`config.mk`:
```
export PLATFORM = sky130hd
export DESIGN_NAME = usr8_shift_reg
export DESIGN_NICKNAME = d
export VERILOG_FILES = /design/src/rtl/usr8_pkg.sv /design/src/rtl/usr8_shift_reg.sv /design/src/rtl/usr8_fifo2.sv /design/src/rtl/usr8_apb_slave.sv
export SDC_FILE = /design/constraint.sdc
export NUM_CORES = 1
export LEC_CHECK = 0
export BUFFER_PORTS_ARGS = -buffer_cell sky130_fd_sc_hd__clkbuf_2
export CAP_MARGIN = 10
export CORE_ASPECT_RATIO = 1.2
export CORE_MARGIN = 2
export CORE_UTILIZATION = 45
export CTS_BUF_LIST = sky130_fd_sc_hd__clkbuf_4 sky130_fd_sc_hd__clkbuf_8 sky130_fd_sc_hd__clkbuf_16
export DETAILED_ROUTE_END_ITERATION = 12
export PLACE_DENSITY = 0.79
export SYNTH_ARGS = -nofsm -noshare
export SYNTH_HDL_FRONTEND = slang
export SYNTH_SLANG_ARGS = --single-unit
```
`constraint.sdc`:
```
create_clock -name clock -period 3.65 [get_ports clock]
set_clock_uncertainty 0.2 [all_clocks]
set_input_delay 0.365 -clock clock [delete_from_list [all_inputs] [get_ports clock]]
set_output_delay 0.365 -clock clock [all_outputs]
set_load 0.01 [all_outputs]
```
`src/rtl/usr8_pkg.sv`:
```
// Constants shared by the universal shift register block
package usr8_pkg;

    // ------------------------------------------------------------
    // Widths
    // ------------------------------------------------------------
    localparam int unsigned DATA_W   = 8;
    localparam int unsigned APB_AW   = 12;
    localparam int unsigned APB_DW   = 32;
    localparam int unsigned FIFO_DEP = 2;

    // ------------------------------------------------------------
    // Mode select codes, {mode_select_high, mode_select_low}
    // ------------------------------------------------------------
    localparam logic [1:0] MODE_HOLD  = 2'h0;
    localparam logic [1:0] MODE_RIGHT = 2'h1;
    localparam logic [1:0] MODE_LEFT  = 2'h2;
    localparam logic [1:0] MODE_LOAD  = 2'h3;

    // ------------------------------------------------------------
    // Register byte offsets
    // ------------------------------------------------------------
    localparam logic [APB_AW-1:0] OFS_CTRL   = 12'h000;
    localparam logic [APB_AW-1:0] OFS_STATUS = 12'h004;
    localparam logic [APB_AW-1:0] OFS_SNAP   = 12'h008;
    localparam logic [APB_AW-1:0] OFS_DATA   = 12'h00c;

    // ------------------------------------------------------------
    // Field positions and reset values
    // ------------------------------------------------------------
    localparam int unsigned CTRL_RELEASE_BIT = 0;
    localparam int unsigned STAT_FULL_BIT    = 8;
    localparam int unsigned STAT_EMPTY_BIT   = 9;
    localparam int unsigned STAT_DROP_BIT    = 10;
    localparam int unsigned STAT_MODE_LSB    = 12;
    localparam int unsigned DATA_VALID_BIT   = 8;
    localparam logic [DATA_W-1:0] SHIFT_RESET = 8'h00;
    localparam logic              CTRL_RESET  = 1'h0;

endpackage : usr8_pkg

```
`src/rtl/usr8_shift_reg.sv`:
```
// Eight-bit universal shift/storage register with shared parallel bus
//
// Function
// RL1: Eight edge-triggered flip-flops form one register with clear, shifts, load and hold.
// RL2: Every change of contents, clear included, happens only on the rising clock edge.
// RL3: A low clear input at a rising edge zeroes all bits whatever the mode selects say.
// RL4: With both selects high each edge copies every parallel bus line into its bit.
// RL5: Select low-bit only high shifts right: serial input to bit zero, bit n to n+1.
// RL6: Select high-bit only high shifts left: serial input to bit seven, bit n to n-1.
// RL7: With both selects low the contents stay unchanged.
// RL8: Each bit is driven onto its bus line through a three-state buffer when enabled.
// RL9: The same bus lines are sampled as load data in parallel load mode.
// RL10: Either active-low output enable high puts every bus line in high impedance.
// RL11: With the buffers off, clear, shift, hold and load still work as selected.
// RL12: Both selects high also release the bus so outside logic can drive load data.
// RL13: Bit zero and bit seven appear on dedicated serial outputs for cascading.
// RL14: The outside party drives valid load data whenever it selects parallel load.
// RL15: The serial outputs are always driven, untouched by enables or bus release.
`timescale 1ns/1ps
module usr8_shift_reg (
    input  wire logic                        clock,                 // 50 MHz clock
    input  wire logic                        srst,                  // Sync reset, high
    input  wire logic                        sync_clear_n,          // Sync clear, low
    input  wire logic                        mode_select_low,       // Mode select bit 0
    input  wire logic                        mode_select_high,      // Mode select bit 1
    input  wire logic                        right_shift_serial_in, // Into bit 0
    input  wire logic                        left_shift_serial_in,  // Into bit 7
    input  wire logic                        bus_drive_enable_a_n,  // Bus enable, low
    input  wire logic                        bus_drive_enable_b_n,  // Bus enable, low
    input  wire logic [usr8_pkg::DATA_W-1:0] parallel_bus_in,       // Bus level seen
    output logic      [usr8_pkg::DATA_W-1:0] parallel_bus_out,      // Bus drive value
    output logic      [usr8_pkg::DATA_W-1:0] parallel_bus_oe,       // Bus drive enable
    output logic                             first_bit_serial_out,  // Bit 0
    output logic                             last_bit_serial_out,   // Bit 7
    input  wire logic                        psel,                  // APB select
    input  wire logic                        penable,               // APB enable
    input  wire logic                        pwrite,                // APB write
    input  wire logic [usr8_pkg::APB_AW-1:0] paddr,                 // APB address
    input  wire logic [usr8_pkg::APB_DW-1:0] pwdata,                // APB write data
    output logic      [usr8_pkg::APB_DW-1:0] prdata,                // APB read data
    output logic                             pready,                // APB ready
    output logic                             pslverr                // APB error
);
    import usr8_pkg::*;

    // ------------------------------------------------------------
    // Declarations
    // ------------------------------------------------------------
    logic [DATA_W-1:0] shift_q;
    logic [DATA_W-1:0] shift_d;
    logic [1:0]        mode;
    logic              bus_on;
    logic              release_q;
    logic              drop_q;
    logic [APB_DW-1:0] prdata_q;
    logic [APB_DW-1:0] rd_word;
    logic              setup;
    logic              wr_stb;
    logic              rd_stb;
    logic              hit_ctrl;
    logic              hit_status;
    logic              hit_snap;
    logic              hit_data;
    logic              snap_valid;
    logic              snap_ready;
    logic              head_valid;
    logic [DATA_W-1:0] head_data;
    logic              pop_head;

    assign mode = {mode_select_high, mode_select_low};

    // ------------------------------------------------------------
    // Next contents
    // ------------------------------------------------------------
    // Clear outranks every mode; enables play no part here
    always_comb begin
        shift_d = shift_q;
        if (!sync_clear_n) begin
            shift_d = SHIFT_RESET; // RL3
        end else begin
            case (mode)
                MODE_LOAD: begin
                    shift_d = parallel_bus_in; // RL4 RL9 RL14
                end
                MODE_RIGHT: begin
                    shift_d = {shift_q[DATA_W-2:0], right_shift_serial_in}; // RL5
                end
                MODE_LEFT: begin
                    shift_d = {left_shift_serial_in, shift_q[DATA_W-1:1]}; // RL6
                end
                default: begin
                    shift_d = shift_q; // RL7
                end
            endcase
        end
    end

    // ------------------------------------------------------------
    // Storage flip-flops
    // ------------------------------------------------------------
    // Only the rising edge updates; the bus buffers never gate this
    always_ff @(posedge clock) begin
        if (srst) begin
            shift_q <= SHIFT_RESET;
        end else begin
            shift_q <= shift_d; // RL1 RL2 RL11
        end
    end

    // ------------------------------------------------------------
    // Parallel bus drivers
    // ------------------------------------------------------------
    // Load mode releases the bus even with both enables low, so a
    // careless enable setting cannot fight the outside load data
    assign bus_on = !bus_drive_enable_a_n && !bus_drive_enable_b_n  // RL10
                    && (mode != MODE_LOAD)                          // RL12
                    && !release_q;

    // Drive value straight from the flip-flops
    assign parallel_bus_out = shift_q; // RL8

    // One enable per line
    genvar gi;
    generate
        for (gi = 0; gi < DATA_W; gi++) begin : g_bus_oe
            assign parallel_bus_oe[gi] = bus_on; // RL8
        end
    endgenerate

    // ------------------------------------------------------------
    // Serial outputs
    // ------------------------------------------------------------
    // Wired from the flops with no enable term at all
    assign first_bit_serial_out = shift_q[0];        // RL13 RL15
    assign last_bit_serial_out  = shift_q[DATA_W-1]; // RL13 RL15

    // ------------------------------------------------------------
    // Register bus
    // ------------------------------------------------------------
    usr8_apb_slave u_apb (
        .psel       (psel),
        .penable    (penable),
        .pwrite     (pwrite),
        .paddr      (paddr),
        .pready     (pready),
        .pslverr    (pslverr),
        .setup      (setup),
        .wr_stb     (wr_stb),
        .rd_stb     (rd_stb),
        .hit_ctrl   (hit_ctrl),
        .hit_status (hit_status),
        .hit_snap   (hit_snap),
        .hit_data   (hit_data)
    );

    // Software bus release, an extra gate on top of the pins
    always_ff @(posedge clock) begin
        if (srst) begin
            release_q <= CTRL_RESET;
        end else if (wr_stb && hit_ctrl) begin
            release_q <= pwdata[CTRL_RELEASE_BIT];
        end
    end

    // Snapshot request refused while full; the drop flag records it.
    // A new drop in the clearing cycle wins over the clear.
    always_ff @(posedge clock) begin
        if (srst) begin
            drop_q <= 1'b0;
        end else if (wr_stb && hit_snap && !snap_ready) begin
            drop_q <= 1'b1;
        end else if (wr_stb && hit_status && pwdata[STAT_DROP_BIT]) begin
            drop_q <= 1'b0;
        end
    end

    // ------------------------------------------------------------
    // Snapshot buffer
    // ------------------------------------------------------------
    assign snap_valid = wr_stb && hit_snap;
    assign pop_head   = rd_stb && hit_data;

    usr8_fifo2 u_fifo (
        .clock     (clock),
        .srst      (srst),
        .in_valid  (snap_valid),
        .in_ready  (snap_ready),
        .in_data   (shift_q),
        .out_valid (head_valid),
        .out_ready (pop_head),
        .out_data  (head_data)
    );

    // ------------------------------------------------------------
    // Read data
    // ------------------------------------------------------------
    // Assembled in setup so the access phase answers from a flop
    always_comb begin
        rd_word = '0;
        if (hit_ctrl) begin
            rd_word[CTRL_RELEASE_BIT] = release_q;
        end else if (hit_status) begin
            rd_word[DATA_W-1:0]             = shift_q;
            rd_word[STAT_FULL_BIT]          = !snap_ready;
            rd_word[STAT_EMPTY_BIT]         = !head_valid;
            rd_word[STAT_DROP_BIT]          = drop_q;
            rd_word[STAT_MODE_LSB+1:STAT_MODE_LSB] = mode;
        end else if (hit_data) begin
            rd_word[DATA_W-1:0]     = head_valid ? head_data : SHIFT_RESET;
            rd_word[DATA_VALID_BIT] = head_valid;
        end
    end

    always_ff @(posedge clock) begin
        if (srst) begin
            prdata_q <= '0;
        end else if (setup && !pwrite) begin
            prdata_q <= rd_word;
        end
    end

    assign prdata = prdata_q;
endmodule : usr8_shift_reg

```
`src/rtl/usr8_fifo2.sv`:
```
// Two-entry valid/ready buffer for register snapshots
`timescale 1ns/1ps
module usr8_fifo2 (
    input  wire logic                      clock,     // System clock
    input  wire logic                      srst,      // Sync reset, high
    input  wire logic                      in_valid,  // Word offered
    output logic                           in_ready,  // Room for a word
    input  wire logic [usr8_pkg::DATA_W-1:0] in_data, // Word in
    output logic                           out_valid, // Word available
    input  wire logic                      out_ready, // Drain takes word
    output logic [usr8_pkg::DATA_W-1:0]    out_data   // Head word
);
    import usr8_pkg::*;

    logic [DATA_W-1:0] mem_q [FIFO_DEP];
    logic              wr_ptr_q;
    logic              rd_ptr_q;
    logic [1:0]        count_q;
    logic              push;
    logic              pop;

    // Honest flags straight from the occupancy count
    assign in_ready  = (count_q != 2'h2);
    assign out_valid = (count_q != 2'h0);
    assign push      = in_valid && in_ready;
    assign pop       = out_valid && out_ready;
    assign out_data  = mem_q[rd_ptr_q];

    // Storage needs no reset, the count guards it
    always_ff @(posedge clock) begin
        if (push) begin
            mem_q[wr_ptr_q] <= in_data;
        end
    end

    // Pointers and occupancy
    always_ff @(posedge clock) begin
        if (srst) begin
            wr_ptr_q <= 1'b0;
            rd_ptr_q <= 1'b0;
            count_q  <= 2'h0;
        end else begin
            if (push) begin
                wr_ptr_q <= ~wr_ptr_q;
            end
            if (pop) begin
                rd_ptr_q <= ~rd_ptr_q;
            end
            if (push && !pop) begin
                count_q <= count_q + 2'h1;
            end else if (pop && !push) begin
                count_q <= count_q - 2'h1;
            end
        end
    end

endmodule : usr8_fifo2

```
`src/rtl/usr8_apb_slave.sv`:
```
// APB handshake and address decode for the shift register block
`timescale 1ns/1ps
module usr8_apb_slave (
    input  wire logic                        psel,     // APB select
    input  wire logic                        penable,  // APB access phase
    input  wire logic                        pwrite,   // APB direction
    input  wire logic [usr8_pkg::APB_AW-1:0] paddr,    // APB byte address
    output logic                             pready,   // Always ready
    output logic                             pslverr,  // Unmapped access
    output logic                             setup,    // Setup phase
    output logic                             wr_stb,   // Write takes effect
    output logic                             rd_stb,   // Read completes
    output logic                             hit_ctrl,   // Control selected
    output logic                             hit_status, // Status selected
    output logic                             hit_snap,   // Snapshot selected
    output logic                             hit_data    // Data selected
);
    import usr8_pkg::*;

    logic access;
    logic mapped;

    // Decode, first match wins
    always_comb begin
        hit_ctrl   = 1'b0;
        hit_status = 1'b0;
        hit_snap   = 1'b0;
        hit_data   = 1'b0;
        if (paddr == OFS_CTRL) begin
            hit_ctrl = 1'b1;
        end else if (paddr == OFS_STATUS) begin
            hit_status = 1'b1;
        end else if (paddr == OFS_SNAP) begin
            hit_snap = 1'b1;
        end else if (paddr == OFS_DATA) begin
            hit_data = 1'b1;
        end
    end

    // Zero wait states: read data is prepared during setup
    assign mapped  = hit_ctrl || hit_status || hit_snap || hit_data;
    assign access  = psel && penable;
    assign setup   = psel && !penable;
    assign pready  = 1'b1;
    assign pslverr = access && !mapped;
    assign wr_stb  = access && pwrite && mapped;
    assign rd_stb  = access && !pwrite && mapped;

endmodule : usr8_apb_slave

```
==> metrics <==
clock latency on the worst-skew pair 0.29 ns; VDD IR max 0.0001708 V; Clk pwr share 0.367; post-synthesis mux area share 0.03814; CP Launch Type flop; Synth Flop Type dfxtp_1; switching power total 0.2301 mW; total die area 5615 um2; Unique masters post-synth 40; n_diodes 0; CP peak stage delay 0.85 ns; Slowest cell on crit path nor4_1; Synth Area in Adders 0.02764; CP Max Fanout 8; pin count of the biggest net entering global routing 23; Setup Fix Bufs, Post-CTS 0; clock sinks 44; detailed-route via count 1,833; Crit path buffers/inverters 1; worst hold slack 0.1097 ns; Crit path max-delay family simple AND/OR/NAND/NOR gates; power share of the combinational group 0.107; minimum clock period 2.346 ns; drt drc 0; Layout fillers 452; vias in the first global route 1,567; CTS Hold Bufs 0; vias per inst 5.178; Worst Max-Slew Pin Slew 0.9753 ns; #FFs+latches synth 44; CP Capture Type primary output; setup TNS 0 ns; CTS Buf Count 5; synthesized area 2263 um2; core area 4905 um2; post-DP HPWL 3394 um; Syn Area/Cell 9.353 um2; sequential power share 0.526; Initial Util 0.4615; CTS tree built; most common cell after layout, fill and taps aside clkbuf_2; Max Root-Sink Buffers 2; Post-synth ARST share 0; Final Hold Viols 0; unrepaired setup endpoints after global routing false; first-pass GRT wire length 7100 um; Routed WL per cell 13.35 um; register area share after synthesis 0.4599; post-synthesis simple-gate area fraction 0.1741; initial antenna violation count 0; Max Freq 426.3 MHz; global placement routability congestion 0.8951; Post-synth EDFFs 16; P per Cell Area 383.9 nW/um2; Starting DRT DRC Count 118; headroom to the max-slew limit 0.3438; global route overflow 0; drt pass-1 iters 5; post-synthesis compound-gate area fraction 0.1614; Die Wd 68.74 um; status finished, final reports clean; Chip Height 81.69 um; Leakage 1.056 nW; fin crit share 0.6427; largest family of logic cells by synthesized area simple AND/OR/NAND/NOR gates; # nets final 362; Row Count 28; worst-path cell chain nor4_1, clkbuf_2; IO Port Bufs 65; clock transition at the registers of the reported paths 0.08 ns; Synth warnings 0; # setup viols final 0; CP required 3.08 ns; Layout area overhead 14.65%; Hold Crit Class input pin to flop; Post-Synth XOR/XNOR Area 0.007739; max cap viols 0; CTS H-tree depth 2; Mapped Cells 242; layout cells sized above 1 0.2993; final wirelength 4726 um; ANT nets after route 0; Sw Share 0.2310; CTS root buf clkbuf_8; post-CTS sizing 0; total track usage 0.1701; Slew Limit Fails 0; arrival time worst endpoint 1.78 ns; most frequent cells in the layout clkbuf_2, nor2_1, dfxtp_1, a21oi_1, conb_1; io pins 116; internal power 0.7662 mW; critical path type flop to primary output
-- final timing paths --
kind | from | end | slack (ns) | depth (start not counted)
max | release_q | parallel_bus_oe[3] | 1.30 | 2
min | pwdata[0] | release_q | 0.11 | 3
max reg2reg | u_fifo.count_q[0] | u_fifo.count_q[1] | 1.39 | 7
min reg2reg | prdata[8] | prdata[8] | 0.25 | 2
-- stage by stage --
step	power [mW]	util	setup WS [ns]	cell area (um2)	std cells
4_1_cts	1.002	0.5291	1.270	2595	354
2_1_floorplan	0.6210	-	1.005	2331	260
3_5_place_dp	0.6420	0.5064	1.026	2484	346
6_report	0.9962	0.5291	1.304	2595	354
5_1_grt	1.035	0.5291	1.150	2595	354
3_3_place_gp	0.6409	0.5064	1.044	2484	346
-- cell usage after synthesis (all sizes together) (2+ instances only) --
cell type / n / share of area
buf: 31 / 0.10
dfxtp: 28 / 0.25
nor2: 28 / 0.046
a21oi: 25 / 0.055
nand2: 18 / 0.030
edfxtp: 16 / 0.21
a211oi: 13 / 0.043
clkbuf: 11 / 0.018
a22oi: 8 / 0.027
nand3: 6 / 0.013
ha: 5 / 0.028
inv: 5 / 0.0083
mux2: 5 / 0.025
nand2b: 4 / 0.011
nor4: 4 / 0.017
or4: 4 / 0.017
mux2i: 3 / 0.013
nor3: 3 / 0.0066
a2bb2oi: 2 / 0.0077
and2: 2 / 0.0055
conb: 2 / 0.0033
nand4: 2 / 0.0055
o41ai: 2 / 0.0077
or3: 2 / 0.0077
xor2: 2 / 0.0077
-- layout make-up --
cell class              instances  area (um2)  share of cell area
well taps                      60       75.07             0.02893
clock buffers                   6       76.32             0.02941
inverters                       5       18.77            0.007232
flip-flops and latches         44        1041              0.4012
multi-input cells             169        1001              0.3857
clock inverters                 2       35.03             0.01350
repair buffers                 68       347.8              0.1340
-- tightest hold or removal path, cell delays in order --
cell      delay (ns)
clkbuf_2        0.08
nand3_1         0.06
a21oi_1         0.06
-- state kept, by name, indices dropped and copies added, names as in the netlist, named ones only --
name / cells
u_fifo.mem_q: 16
prdata: 13
parallel_bus_out: 8
u_fifo.rd_ptr_q: 1
drop_q: 1
u_fifo.count_q: 2
u_fifo.wr_ptr_q: 1
release_q: 1
-- power groups by stage --
stage / clock, mW / sequential, mW / combinational [mW]
after detailed placement: 0 / 0.536 / 0.106
final: 0.365 / 0.524 / 0.106
after global routing: 0.390 / 0.526 / 0.120
after CTS: 0.371 / 0.524 / 0.107
after floorplan: 0 / 0.536 / 0.0848
after global placement: 0 / 0.535 / 0.105
-- layer usage --
metal,GRT usage,part of all wire
met1,0.1937,0.42
met2,0.3048,0.50
met4,0.06863,0.013
met3,0.03425,0.065
met5,0,0
-- cells by family (layout without fill, tap and decap cells) --
kind of cell / after synthesis / count (layout)
AO/OA/AOI/OAI: 56 / 56
XOR/XNOR: 2 / 2
adder cells (fa/ha/maj): 5 / 5
flip-flops: 44 / 44
multiplexers: 8 / 8
AND/OR/NAND/NOR: 78 / 78
other: 2 / 20
buffers and inverters: 47 / 81
Note: power is estimated with default switching activity, not from simulation.
